$ cat config.mk
export PLATFORM = sky130hd
export DESIGN_NAME = pifl_top
export DESIGN_NICKNAME = d
export VERILOG_FILES = /design/src/logic/pifl_pkg.sv /design/src/logic/pifl_top.sv
export SDC_FILE = /design/constraint.sdc
export NUM_CORES = 1
export LEC_CHECK = 0
export BUFFER_PORTS_ARGS = -buffer_cell sky130_fd_sc_hd__buf_2
export CORE_ASPECT_RATIO = 0.75
export CORE_MARGIN = 2
export CORE_UTILIZATION = 50
export DETAILED_ROUTE_END_ITERATION = 8
export GPL_TIMING_DRIVEN = 1
export PLACE_DENSITY = 0.93
export SLEW_MARGIN = 20
export SYNTH_ARGS = -nofsm -noshare
export SYNTH_HDL_FRONTEND = slang
export SYNTH_SLANG_ARGS = --single-unit
$ cat constraint.sdc
create_clock -name hclk -period 4.1 [get_ports hclk]
set_input_delay 0.615 -clock hclk [delete_from_list [all_inputs] [get_ports hclk]]
set_output_delay 0.615 -clock hclk [all_outputs]
set_load 0.01 [all_outputs]
$ cat src/logic/pifl_pkg.sv
// Constants for the peripheral interrupt flag and enable block
package pifl_pkg;
    localparam logic [7:0] FLAG3_OFF = 8'h00;
    localparam logic [7:0] EN1_OFF = 8'h04;
    localparam logic [7:0] EN2_OFF = 8'h08;
    localparam logic [7:0] CTRL_OFF = 8'h0c;
    localparam logic [7:0] PERIOD_OFF = 8'h10;
    localparam logic [7:0] STAT_OFF = 8'h14;
    localparam logic [7:0] MASK_OFF = 8'h18;
    localparam logic [7:0] FLAG3_BITS = 8'h10;
    localparam logic [7:0] EN1_BITS = 8'h7f;
    localparam logic [7:0] EN2_BITS = 8'h94;
    localparam logic [7:0] CTRL_BITS = 8'hf3;
    localparam logic [1:0] STAT_BITS = 2'h3;
    localparam int PWM_FLAG_POS = 4;
    localparam int PRIO_ON_POS = 0;
    localparam int GATE_POS = 1;
    localparam int POST_LSB = 4;
    localparam int POST_W = 4;
    localparam int EV_FLAG_POS = 0;
    localparam int EV_REQ_POS = 1;
    localparam logic [7:0] RST_REG = 8'h00;
    localparam logic [1:0] HTRANS_NONSEQ = 2'h2;
    localparam logic [1:0] HTRANS_SEQ = 2'h3;
    typedef enum logic [0:0] {BUS_IDLE, BUS_RDWAIT} pifl_bus_e;
    function automatic logic hit(input logic [7:0] a, input logic [7:0] off);
        hit = (a == off);
    endfunction
endpackage

$ cat src/logic/pifl_top.sv
// Peripheral interrupt flag and enable block with AHB-Lite slave
//
// The placing of the registers and register access over AHB-Lite were chosen for this implementation.
`timescale 1ns/1ps
`default_nettype none
module pifl_top #(
    parameter int PERIOD_W = 12
) (
    input wire logic hclk,
    input wire logic hresetn,
    input wire logic hsel,
    input wire logic [31:0] haddr,
    input wire logic [1:0] htrans,
    input wire logic hwrite,
    input wire logic [2:0] hsize,
    input wire logic [31:0] hwdata,
    input wire logic hready,
    output logic [31:0] hrdata,
    output logic hreadyout,
    output logic hresp,
    input wire logic [7:0] peri_flag_one,
    input wire logic [7:0] peri_flag_two,
    input wire logic [PERIOD_W-1:0] pwm_count,
    input wire logic pwm_timebase_en,
    output logic periph_req,
    output logic irq
);
    pifl_pkg::pifl_bus_e st_r, st_nxt;
    logic [31:0] hrdata_r, hrdata_nxt;
    logic rdy_r, rdy_nxt;
    logic wr_r, wr_nxt;
    logic [7:0] adr_r, adr_nxt;
    logic [7:0] fl3_r, fl3_nxt;
    logic [7:0] en1_r, en1_nxt;
    logic [7:0] en2_r, en2_nxt;
    logic [7:0] ctl_r, ctl_nxt;
    logic [PERIOD_W-1:0] per_r, per_nxt;
    logic [1:0] stat_r, stat_nxt;
    logic [1:0] msk_r, msk_nxt;
    logic [pifl_pkg::POST_W-1:0] pcnt_r, pcnt_nxt;
    logic mprev_r, mprev_nxt;
    logic req_r, req_nxt;
    logic irq_r, irq_nxt;
    logic match_now;
    logic match_evt;
    logic post_hit;
    logic any_req;
    logic acc;
    logic [pifl_pkg::POST_W-1:0] post_sel;

    assign acc = hsel && hready && (htrans == pifl_pkg::HTRANS_NONSEQ
        || htrans == pifl_pkg::HTRANS_SEQ);
    assign post_sel = ctl_r[pifl_pkg::POST_LSB +: pifl_pkg::POST_W];
    assign match_now = (pwm_count == per_r);
    assign match_evt = match_now && !mprev_r;
    assign post_hit = (pcnt_r == post_sel);
    assign any_req = (|(peri_flag_one & en1_r & pifl_pkg::EN1_BITS))
        || (|(peri_flag_two & en2_r & pifl_pkg::EN2_BITS))
        || (fl3_r[pifl_pkg::PWM_FLAG_POS] && pwm_timebase_en);

    // Bus phase tracking
    always_comb begin
        st_nxt = st_r;
        rdy_nxt = 1'b1;
        wr_nxt = 1'b0;
        adr_nxt = adr_r;
        hrdata_nxt = hrdata_r;
        case (st_r)
            pifl_pkg::BUS_IDLE: begin
                if (acc) begin
                    adr_nxt = haddr[7:0];
                    if (hwrite) begin
                        wr_nxt = 1'b1;
                    end else begin
                        st_nxt = pifl_pkg::BUS_RDWAIT;
                        rdy_nxt = 1'b0;
                    end
                end
            end
            pifl_pkg::BUS_RDWAIT: begin
                st_nxt = pifl_pkg::BUS_IDLE;
                hrdata_nxt = 32'h0000_0000;
                if (pifl_pkg::hit(adr_r, pifl_pkg::FLAG3_OFF)) begin
                    hrdata_nxt[7:0] = fl3_r & pifl_pkg::FLAG3_BITS;
                end else if (pifl_pkg::hit(adr_r, pifl_pkg::EN1_OFF)) begin
                    hrdata_nxt[7:0] = en1_r & pifl_pkg::EN1_BITS;
                end else if (pifl_pkg::hit(adr_r, pifl_pkg::EN2_OFF)) begin
                    hrdata_nxt[7:0] = en2_r & pifl_pkg::EN2_BITS;
                end else if (pifl_pkg::hit(adr_r, pifl_pkg::CTRL_OFF)) begin
                    hrdata_nxt[7:0] = ctl_r & pifl_pkg::CTRL_BITS;
                end else if (pifl_pkg::hit(adr_r, pifl_pkg::PERIOD_OFF)) begin
                    hrdata_nxt[PERIOD_W-1:0] = per_r;
                end else if (pifl_pkg::hit(adr_r, pifl_pkg::STAT_OFF)) begin
                    hrdata_nxt[1:0] = stat_r;
                end else if (pifl_pkg::hit(adr_r, pifl_pkg::MASK_OFF)) begin
                    hrdata_nxt[1:0] = msk_r;
                end
            end
            default: begin
                st_nxt = pifl_pkg::BUS_IDLE;
            end
        endcase
    end

    always_ff @(posedge hclk or negedge hresetn) begin
        if (!hresetn) begin
            st_r <= pifl_pkg::BUS_IDLE;
            rdy_r <= 1'b1;
            wr_r <= 1'b0;
            adr_r <= pifl_pkg::RST_REG;
            hrdata_r <= 32'h0000_0000;
        end else begin
            st_r <= st_nxt;
            rdy_r <= rdy_nxt;
            wr_r <= wr_nxt;
            adr_r <= adr_nxt;
            hrdata_r <= hrdata_nxt;
        end
    end

    // Register file, flag logic and requests
    always_comb begin
        fl3_nxt = fl3_r;
        en1_nxt = en1_r;
        en2_nxt = en2_r;
        ctl_nxt = ctl_r;
        per_nxt = per_r;
        stat_nxt = stat_r;
        msk_nxt = msk_r;
        pcnt_nxt = pcnt_r;
        mprev_nxt = match_now;
        if (wr_r) begin
            if (pifl_pkg::hit(adr_r, pifl_pkg::FLAG3_OFF)) begin
                fl3_nxt = hwdata[7:0] & pifl_pkg::FLAG3_BITS;
            end
            if (pifl_pkg::hit(adr_r, pifl_pkg::EN1_OFF)) begin
                en1_nxt = hwdata[7:0] & pifl_pkg::EN1_BITS;
            end
            if (pifl_pkg::hit(adr_r, pifl_pkg::EN2_OFF)) begin
                en2_nxt = hwdata[7:0] & pifl_pkg::EN2_BITS;
            end
            if (pifl_pkg::hit(adr_r, pifl_pkg::CTRL_OFF)) begin
                ctl_nxt = hwdata[7:0] & pifl_pkg::CTRL_BITS;
            end
            if (pifl_pkg::hit(adr_r, pifl_pkg::PERIOD_OFF)) begin
                per_nxt = hwdata[PERIOD_W-1:0];
            end
            if (pifl_pkg::hit(adr_r, pifl_pkg::MASK_OFF)) begin
                msk_nxt = hwdata[1:0] & pifl_pkg::STAT_BITS;
            end
        end
        if (st_r == pifl_pkg::BUS_RDWAIT && pifl_pkg::hit(adr_r, pifl_pkg::STAT_OFF)) begin
            stat_nxt = 2'h0;
        end
        if (match_evt) begin
            if (post_hit) begin
                pcnt_nxt = '0;
                fl3_nxt[pifl_pkg::PWM_FLAG_POS] = 1'b1;
                stat_nxt[pifl_pkg::EV_FLAG_POS] = 1'b1;
            end else begin
                pcnt_nxt = pcnt_r + 1'b1;
            end
        end
        req_nxt = any_req && (ctl_r[pifl_pkg::PRIO_ON_POS]
            || ctl_r[pifl_pkg::GATE_POS]);
        if (req_nxt && !req_r) begin
            stat_nxt[pifl_pkg::EV_REQ_POS] = 1'b1;
        end
        irq_nxt = |(stat_r & msk_r);
    end

    always_ff @(posedge hclk or negedge hresetn) begin
        if (!hresetn) begin
            fl3_r <= pifl_pkg::RST_REG;
            en1_r <= pifl_pkg::RST_REG;
            en2_r <= pifl_pkg::RST_REG;
            ctl_r <= pifl_pkg::RST_REG;
            per_r <= '0;
            stat_r <= 2'h0;
            msk_r <= 2'h0;
            pcnt_r <= '0;
            mprev_r <= 1'b1;
            req_r <= 1'b0;
            irq_r <= 1'b0;
        end else begin
            fl3_r <= fl3_nxt;
            en1_r <= en1_nxt;
            en2_r <= en2_nxt;
            ctl_r <= ctl_nxt;
            per_r <= per_nxt;
            stat_r <= stat_nxt;
            msk_r <= msk_nxt;
            pcnt_r <= pcnt_nxt;
            mprev_r <= mprev_nxt;
            req_r <= req_nxt;
            irq_r <= irq_nxt;
        end
    end

    logic hresp_r;
    always_ff @(posedge hclk or negedge hresetn) begin
        if (!hresetn) begin
            hresp_r <= 1'b0;
        end else begin
            hresp_r <= 1'b0;
        end
    end

    assign hrdata = hrdata_r;
    assign hreadyout = rdy_r;
    assign hresp = hresp_r;
    assign periph_req = req_r;
    assign irq = irq_r;

    logic wr_fl3;
    assign wr_fl3 = wr_r && pifl_pkg::hit(adr_r, pifl_pkg::FLAG3_OFF);
endmodule // pifl_top
`default_nettype wire

==> flow_summary.ini, run 1 <==
[yosys]
ys_ff_latch = 63
yosys.area.top_type = dfrtp_1
ys.flop_type = dfrtp_1
synth_edf_count = 0
synthTopCellsByCount = dfrtp_1 (61), mux2_2 (38), buf_4 (21)
async_flop_share_pct = 100
syn_area_per_cell_um2 = 11.6
synth_top_area_share_pct = 48.3
synth_cell_types = 45
synthTopCellsByArea = dfrtp_1 (48%), mux2_2 (14%), buf_4 (5.0%)
synth_cells = 273
syn_area_um2 = 3160
seq_area_frac_synth_pct = 50.0
yosys_warnings = 0
yosysMostFrequentCell = dfrtp_1

[global_route]
grt_pass1_vias = 2219
grt_max_degree = 35
grt_pass1_wl_um = 11200
grt-ovfl-total = 0
grtUsageTotal_pct = 22.2
antenna_found_initial = 0

[clock_network]
tritoncts = yes
clockBufferDepth = 2
cts_resized = 0
clock_latency_ps = 340
cts_root_buffer = clkbuf_8
postCtsHoldBufs = 0
clk_pin_slew_ps = 60
numCtsBuffers = 9
htree_num_levels = 3
postCtsSetupBuffers = 0
clkSinkCount = 63

[power_and_ir_drop]
finalPower_mw = 1.46
power.static_leakage_nw = 1.72
power_density_nw_per_um2 = 401
vdd_ir_drop_max_uv = 198

[timing]
relSlewSlack_pct = 48.9
final_hold_viol_count = 0
worst_slack_ps = 1720
tightest_slew_ps = 764
rsz0062_at_grt = false
holdWs_ps = 305
drv_slew = 0
setup_viol = 0
fmax_ghz = 0.421
min_period_over_period_pct = 58.0
setup_tns_ps = 0
period_minus_slack_ps = 2380
clock_skew_ps = 6.30

[setup_path]
arrival_ps = 2600
crit_path_start_kind = flop
endpoint_kind = flop
cp.required_ps = 4330
slowest_stage = nand4_1
crit_path_max_fanout = 16
crit_buf_inv = 0
crit_family = simple AND/OR/NAND/NOR gates
path_cells = nor4_2, nand4_1, mux2_2
slowest_delay_ps = 690
criticalPathCategory = flop to flop

[detailed_routing]
drtPass1Iterations = 6
drc_errors = 0
finalWirelength_um = 7110
antenna_left = 0
post_drt_via_cell_ratio = 5.44
vias = 2321
drt_iter0_drc = 245
wire_per_inst_um = 16.7

[final_layout]
fin_nets = 445
syn_to_final_growth_pct = 15.8
antennaDiodeCount = 0
drive_above_1_share_pct = 36.4

[floorplan]
coreArea_um2 = 6190
rows = 25
pin_count = 139
dieHeight_um = 72.8
dieArea_um2 = 6970
start_util_pct = 51.0
dieWidth_um = 95.8

[placement]
dpl.hpwl_um = 5280
dp_slack_ps = 1770
place_congestion = 0.940
numPortBuffers = 63

[flow_run]
drv_cap = 0

[worst_hold_path]
hold_class = input pin to async pin

[run_status]
status = finished clean
-- sequential cells by signal, indices dropped and copies added (netlist names) --
| register | count |
|---|---|
| wr_r | 1 |
| hreadyout | 1 |
| mprev_r | 1 |
| st_r | 1 |
| periph_req | 1 |
| per_r | 12 |
| stat_r | 2 |
| hrdata | 12 |
| ctl_r | 6 |
| en1_r | 7 |
| fl3_r | 1 |
| en2_r | 3 |
| msk_r | 2 |
| irq | 1 |
| adr_r | 8 |
| pcnt_r | 4 |
-- path summary, 6_finish.rpt --
check	startpoint	to	slack [ps]	cells after the start
min reg2reg	hrdata[4]	hrdata[4]	470	1
min	hresetn	periph_req	300	1
max in group asynchronous	hresetn	mprev_r	2890	2
min in group hclk	hrdata[4]	hrdata[4]	470	1
max	adr_r[3]	per_r[2]	1720	3
max reg2reg	adr_r[3]	per_r[2]	1720	3
-- per-stage QoR --
stage               cells  instance area, um^2  util, %
floorplan             293                 3230        -
global placement      411                 3470     56.0
detailed placement    411                 3470     56.0
CTS                   427                 3660     59.1
global route          427                 3660     59.1
finish                427                 3660     59.1
-- cell families (layout without fill, tap and decap cells) --
kind of cell | count (synthesis) | in the layout | synth area share (%)
adders and majority gates | 1 | 1 | 0.396
and+or+nand+nor | 61 | 61 | 12.1
AOI/OAI and AO/OA | 47 | 47 | 10.1
muxes | 43 | 43 | 15.1
other | 1 | 21 | 0.119
DFF | 63 | 63 | 50.0
buffers and inverters | 41 | 94 | 7.69
xor gates and xnor gates | 16 | 16 | 4.44
-- per-layer routing --
metal,vias up,track usage (%),wire (um)
met5,-,0,0
met4,0,7.62,142
met1,1121,30.1,3050
li1,1077,-,-
met2,104,33.4,3290
met3,19,7.75,630
-- area by class of cell --
class | count | area [um^2]
Clock buffer | 12 | 145
Multi-Input combinational cell | 189 | 1410
Timing Repair Buffer | 64 | 323
Inverter | 14 | 52.6
Sequential cell | 63 | 1580
Fill cell | 521 | 2540
Clock inverter | 4 | 45.0
Tap cell | 81 | 101
-- power breakdown --
part	internal, mW	leakage (nW)	switching, mW
Sequential	0.668	0.758	0.0646
Clock	0.294	0.100	0.227
Combinational	0.103	0.858	0.109
Total	1.06	1.72	0.400
-- cell usage in the layout (no fill, tap or decap), drive strengths merged, types with 2 or more instances in the layout --
| cell | count |
|---|---|
| conb | 21 |
| mux2i | 5 |
| nand2b | 5 |
| nor4 | 4 |
| nand2 | 12 |
| and3 | 4 |
| o31ai | 2 |
| nor2 | 9 |
| nor2b | 6 |
| xnor2 | 12 |
| a21oi | 6 |
| clkbuf | 12 |
| a22oi | 5 |
| nor3 | 2 |
| dfstp | 2 |
| dfrtp | 61 |
| a21o | 2 |
| a31oi | 5 |
| o21a | 2 |
| xor2 | 4 |
| nand3 | 9 |
| nand4 | 5 |
| o2bb2ai | 2 |
| clkinv | 3 |
| inv | 14 |
| buf | 64 |
| o22ai | 5 |
| a22o | 6 |
| mux2 | 38 |
| nand3b | 2 |
| o21ai | 8 |
-- worst register-to-register path, delay by kind of cell, from the launching register on --
kind             cells  cell delay, ps
and+or+nand+nor      2            1180
muxes                1             530
DFF                  1             550
(Power assumes the default switching activity.)
==> run 2: changes to the inputs <==
--- a/config.mk
+++ b/config.mk
@@ -5,13 +5,14 @@
 export SDC_FILE = /design/constraint.sdc
 export NUM_CORES = 1
 export LEC_CHECK = 0
+export ABC_AREA = 1
 export BUFFER_PORTS_ARGS = -buffer_cell sky130_fd_sc_hd__buf_2
 export CORE_ASPECT_RATIO = 0.75
 export CORE_MARGIN = 2
-export CORE_UTILIZATION = 50
+export CORE_UTILIZATION = 48
 export DETAILED_ROUTE_END_ITERATION = 8
 export GPL_TIMING_DRIVEN = 1
-export PLACE_DENSITY = 0.93
+export PLACE_DENSITY = 0.9
 export SLEW_MARGIN = 20
 export SYNTH_ARGS = -nofsm -noshare
 export SYNTH_HDL_FRONTEND = slang
==> constraint.sdc (replaced) <==
create_clock -name hclk -period 2.45 [get_ports hclk]
set_input_delay 0.3675 -clock hclk [delete_from_list [all_inputs] [get_ports hclk]]
set_output_delay 0.3675 -clock hclk [all_outputs]
set_load 0.01 [all_outputs]
==> run 2 against run 1 <==
Effect of this change: clock skew increased by 4.9 ps; final area up 2.7%; worst setup slack lost 1000 ps; total power grew 59%; cell count grew 24%; sequential power increased by 50%; synthesized cell count up 38%; area after synthesis grew 1.4%; fmax is 37% higher; wire length increased by 4.4%; clock power up 96%; critical path type unchanged; largest cell class unchanged; highest routed layer unchanged.
==> flow_summary.ini, run 2 <==
[run_status]
status = finished clean

[final_layout]
drive_above_1_share_pct = 23.4
fin_nets = 548
mostFrequentLayoutCell = nand2_1
syn_to_final_growth_pct = 17.2
antennaDiodeCount = 0
final_cell_mix = nand2_1 (106), buf_2 (63), dfrtp_1 (61)
num-fill-cells = 562

[global_route]
grt-ovfl-total = 0
grt_pass1_wl_um = 12300
grtUsageTotal_pct = 22.2
grt_pass1_vias = 2544
antenna_found_initial = 0
grt_max_degree = 64

[setup_path]
crit_buf_inv = 1
ff2ff_setup_slack_ps = 710
slowest_delay_ps = 420
criticalPathCategory = flop to flop
crit_family = simple AND/OR/NAND/NOR gates
endpoint_kind = flop
slowest_stage = dfrtp_1
crit_path_max_fanout = 12
arrival_ps = 1990
crit_path_start_kind = flop
cp.required_ps = 2710
path_cells = nor2_1, nand3_2, inv_1, nand3_1, o21ai_0

[yosys]
syn_area_um2 = 3200
synthTopCellsByCount = nand2_1 (106), dfrtp_1 (61), nand3_1 (35)
ys_ff_latch = 63
seq_area_frac_synth_pct = 49.3
synth_top_area_share_pct = 47.7
yosys.area.top_type = dfrtp_1
synth_cells = 376
async_flop_share_pct = 100
ys.flop_type = dfrtp_1
yosys_warnings = 0
yosysMostFrequentCell = nand2_1
synth_cell_types = 39
syn_area_per_cell_um2 = 8.52
synth_edf_count = 0
synthTopCellsByArea = dfrtp_1 (48%), nand2_1 (12%), nand3_1 (5.5%)

[floorplan]
start_util_pct = 50.2
coreArea_um2 = 6380
pin_count = 139
dieHeight_um = 74.7
rows = 25
dieArea_um2 = 7350
dieWidth_um = 98.3

[timing]
period_minus_slack_ps = 1740
final_hold_viol_count = 0
fmax_ghz = 0.576
setup_tns_ps = 0
min_period_over_period_pct = 70.9
drv_slew = 0
setup_viol = 0
rsz0062_at_grt = false
clock_skew_ps = 11.2
worst_slack_ps = 713

[detailed_routing]
vias = 2636
post_drt_via_cell_ratio = 4.97
drc_errors = 0
finalWirelength_um = 7430
drt_iter0_drc = 200
wire_per_inst_um = 14.0
drtPass1Iterations = 4
antenna_left = 0

[flow_run]
drv_cap = 0

[placement]
dp_slack_ps = 775
place_congestion = 0.913
dpl.hpwl_um = 5430
numPortBuffers = 63

[clock_network]
cts_root_buffer = clkbuf_8
clkSinkCount = 63
numCtsBuffers = 9
htree_num_levels = 3
postCtsSetupBuffers = 0
clockBufferDepth = 2
tritoncts = yes
cts_resized = 0
postCtsHoldBufs = 0
clk_pin_slew_ps = 70
clock_latency_ps = 360

[worst_hold_path]
hold_class = input pin to async pin

[power_and_ir_drop]
power.static_leakage_nw = 2.08
vdd_ir_drop_max_uv = 494
power_density_nw_per_um2 = 618
## run 2: changes by cell type after synthesis, sizes merged, moves of 6 or more
cell	delta
nand2	+100
mux2	-34
nand3	+27
o21ai	+19
inv	+18
nor2	+18
xnor2	-7
xor2	+7
nor2b	-6
## run 2: worst register-to-register path: cells and delay by family (launching register included)
kind                   cells  cell delay (ps)
AO/OA/AOI/OAI              1              290
AND/OR/NAND/NOR            3              630
flip-flops                 1              420
buffers and inverters      1              290
## run 2: final timing paths
check                             to  cells past startpoint      start
max                         ctl_r[5]                      5   adr_r[4]
min                         adr_r[4]                      2    hresetn
max reg2reg                 ctl_r[5]                      5   adr_r[4]
min reg2reg                hrdata[7]                      2  hrdata[7]
max in group asynchronous  hreadyout                      2    hresetn
min in group hclk               st_r                      2     hwrite
## run 2: routing by layer
layer | vias to the layer above | GRT usage [%] | part of all wire [%]
met5 | - | 0 | 0
li1 | 1300 | - | -
met3 | 18 | 6.13 | 8.3
met4 | 0 | 9.13 | 2.5
met1 | 1208 | 29.9 | 45
met2 | 110 | 34.7 | 44
## run 2: kinds of logic after synthesis
| group | synth area share, % |
|---|---|
| DFF | 49.3 |
| and+or+nand+nor | 26.0 |
| adders and majority gates | 0.391 |
| muxes | 1.64 |
| xor gates and xnor gates | 4.37 |
| other | 0.117 |
| buffers and inverters | 10.0 |
| AOI/OAI and AO/OA | 8.13 |
## run 2: per-stage QoR
step / total power, mW / cells / utilization (%) / cell area [um^2] / hold WS (ps)
detailed placement: 1.32 / 514 / 55.3 / 3530 / 406
floorplan: 1.25 / 396 / - / 3280 / 71.9
finish: 2.32 / 530 / 58.8 / 3750 / 15.7
global route: 2.42 / 530 / 58.8 / 3750 / 42.7
global placement: 1.31 / 514 / 55.3 / 3530 / 398
CTS: 2.34 / 530 / 58.8 / 3750 / 22.4
## run 2: layout make-up
| type | instances | area [um^2] | share of cell area (%) |
|---|---|---|---|
| sequential | 63 | 1580 | 42.1 |
| inverter | 32 | 123 | 3.27 |
| timing repair buffer | 66 | 350 | 9.33 |
| tap | 81 | 101 | 2.70 |
| clock buffer | 13 | 159 | 4.23 |
| clock inverter | 3 | 65.1 | 1.73 |
| multi-input combinational | 272 | 1380 | 36.7 |
## run 2: power breakdown
group | leakage (nW) | total [mW] | switching (mW) | internal [mW]
clock | 0.114 | 1.02 | 0.391 | 0.627
sequential | 0.693 | 1.10 | 0.0270 | 1.07
combinational | 1.27 | 0.205 | 0.132 | 0.0732
==> run 3: changes to the inputs <==
--- a/config.mk
+++ b/config.mk
@@ -5,14 +5,14 @@
 export SDC_FILE = /design/constraint.sdc
 export NUM_CORES = 1
 export LEC_CHECK = 0
-export ABC_AREA = 1
+export ABC_AREA = 0
 export BUFFER_PORTS_ARGS = -buffer_cell sky130_fd_sc_hd__buf_2
 export CORE_ASPECT_RATIO = 0.75
 export CORE_MARGIN = 2
-export CORE_UTILIZATION = 48
+export CORE_UTILIZATION = 47
 export DETAILED_ROUTE_END_ITERATION = 8
 export GPL_TIMING_DRIVEN = 1
-export PLACE_DENSITY = 0.9
+export PLACE_DENSITY = 0.88
 export SLEW_MARGIN = 20
 export SYNTH_ARGS = -nofsm -noshare
 export SYNTH_HDL_FRONTEND = slang
==> constraint.sdc (replaced) <==
create_clock -name hclk -period 1.6 [get_ports hclk]
set_input_delay 0.24 -clock hclk [delete_from_list [all_inputs] [get_ports hclk]]
set_output_delay 0.24 -clock hclk [all_outputs]
set_load 0.01 [all_outputs]
==> run 3 against run 2 <==
Effect of this change: the run now ends with negative setup slack left; first-iteration DRC count is 11% higher; final area is 8.2% higher; wire length grew 12%; sequential share of layout area down 3.1 points; fmax rose by 8.5%; total power increased by 83%; cell count down 14%; core utilization rose by 4.5 points; critical path type unchanged; highest routed layer unchanged.
==> flow_summary.ini, run 3 (synthesized netlist as in run 1, its figures left out) <==
[timing]
drv_slew = 0
final_hold_viol_count = 0
setup_viol = 1
period_minus_slack_ps = 1600
fmax_ghz = 0.625
min_period_over_period_pct = 100
setup_tns_ps = -1.01
worst_slack_ps = -1.01
rsz0062_at_grt = true
clock_skew_ps = 8.99
holdWs_ps = 118

[power_and_ir_drop]
power_density_nw_per_um2 = 1040
intPower_mw = 3.10
swShare_pct = 26.9
comb_power_share_pct = 18.6
p_clk_share_pct = 37.4
vdd_ir_drop_max_uv = 458
pwr-share-seq_pct = 43.9
power.static_leakage_nw = 1.89
finalPower_mw = 4.24
p_switching_mw = 1.14

[floorplan]
dieArea_um2 = 7400
pin_count = 139
start_util_pct = 49.2
dieHeight_um = 75.0
rows = 25
dieWidth_um = 98.7
coreArea_um2 = 6410

[detailed_routing]
post_drt_via_cell_ratio = 5.52
drt_iter0_drc = 222
antenna_left = 0
drtPass1Iterations = 5
wire_per_inst_um = 18.2
finalWirelength_um = 8330
drc_errors = 0
vias = 2530

[final_layout]
mostFrequentLayoutCell = buf_2
post-route-util_pct = 63.3
syn_to_final_growth_pct = 28.6
fin_area_um2 = 4060
fin_nets = 477
drive_above_1_share_pct = 46.2
antennaDiodeCount = 0
final_cell_mix = buf_2 (63), dfrtp_1 (58), mux2_2 (37)

[setup_path]
path_cells = nor4_4, buf_4, nand2_4, nor2_4, nand2_4, mux2_2
crit_path_max_fanout = 6
endpoint_kind = flop
criticalPathCategory = flop to flop
slowest_stage = dfrtp_1
crit_buf_inv = 1
cp.required_ps = 1830
startpoint = adr_r[7]
crit_path_start_kind = flop
r2r_start = adr_r[7]
crit_top_cell = nand2_4
slowest_delay_ps = 450
arrival_ps = 1830
crit_family = simple AND/OR/NAND/NOR gates

[worst_hold_path]
min_from = hwdata[8]
hold_class = input pin to flop

[clock_network]
htree_num_levels = 3
clk_pin_slew_ps = 70
tritoncts = yes
clkSinkCount = 63
cts_root_buffer = clkbuf_8
clockBufferDepth = 2
clock_latency_ps = 350
numCtsBuffers = 9

[global_route]
grtUsageTotal_pct = 22.7
grt_pass1_vias = 2481
antenna_found_initial = 0
grt-ovfl-total = 0
grt_max_degree = 29
grt_pass1_wl_um = 12500

[placement]
place_congestion = 0.938
placed_area_um2 = 3680
numPortBuffers = 63
dpl.hpwl_um = 5990

[run_status]
status = complete, but fails checks
violations = negative setup slack

[flow_run]
drv_cap = 0
==> run 3: cell types whose count changed in the layout (fill, tap and decap cells not counted), moves of 6 or more <==
cell / previous run / this run
nand3_1: 35 / 7
xnor2_1: 5 / 12
nor2_1: 24 / 7
mux2_2: 1 / 37
o21ai_1: 11 / 2
xor2_1: 11 / 4
nand2_1: 106 / 6
inv_1: 25 / 14
buf_4: 2 / 30
o21ai_0: 16 / 6
inv_2: 6 / 0
==> run 3: layout make-up <==
type / count / area (um^2)
well taps: 81 / 101
clock buffers: 12 / 165
repair buffers: 96 / 582
multi-input cells: 189 / 1510
flip-flops and latches: 63 / 1580
clock inverters: 3 / 65.1
inverters: 14 / 52.6
fillers: 469 / 2350
==> run 3: worst register-to-register path, delay by kind of cell (launching register included) <==
family | cells | cell delay (ps)
buf+inv | 1 | 190
mux | 1 | 310
flops | 1 | 450
simple gates | 4 | 520
==> run 3: timing repair <==
| action | 4_1_cts | 5_1_grt |
|---|---|---|
| hold buffers | 1 | 0 |
| endpoints found under the setup margin | 12 | 48 |
| resized for setup | 3 | 23 |
| endpoints found under the hold margin | 13 | 0 |
| setup buffers | 1 | 3 |
| gates cloned | 0 | 0 |
| pin swaps | 5 | 10 |
==> run 3: path summary, 6_finish.rpt <==
path                                   to  slack, ps  cells past startpoint
worst max-delay path             ctl_r[0]         -1                      6
worst min-delay path             per_r[8]        120                      2
worst max register to register   ctl_r[0]         -1                      6
worst min register to register  hrdata[4]        490                      1
max in group asynchronous         mprev_r        640                      3
min in group asynchronous       pcnt_r[0]        370                      2
==> run 3: stage by stage <==
stage | worst slack (ps) | instances
2_1_floorplan | 46.2 | 293
3_3_place_gp | 32.8 | 438
3_5_place_dp | -83.0 | 438
4_1_cts | -32.8 | 455
5_1_grt | -126 | 458
6_report | -1.01 | 458
==> run 3: power groups by stage <==
stage / logic, mW / registers, mW / clock network [mW]
2_1_floorplan: 0.429 / 1.83 / 0
3_3_place_gp: 0.672 / 1.86 / 0
3_5_place_dp: 0.699 / 1.87 / 0
4_1_cts: 0.714 / 1.84 / 1.61
5_1_grt: 0.847 / 1.88 / 1.69
6_report: 0.789 / 1.86 / 1.59
==> run 3: per-layer routing <==
layer  wire length, um  GRT usage, %  share of wire, %
met5                 0             0                 0
met4               240          11.9               2.9
met3               713          6.31               8.6
met2              3930          35.7                47
met1              3450          29.4                41
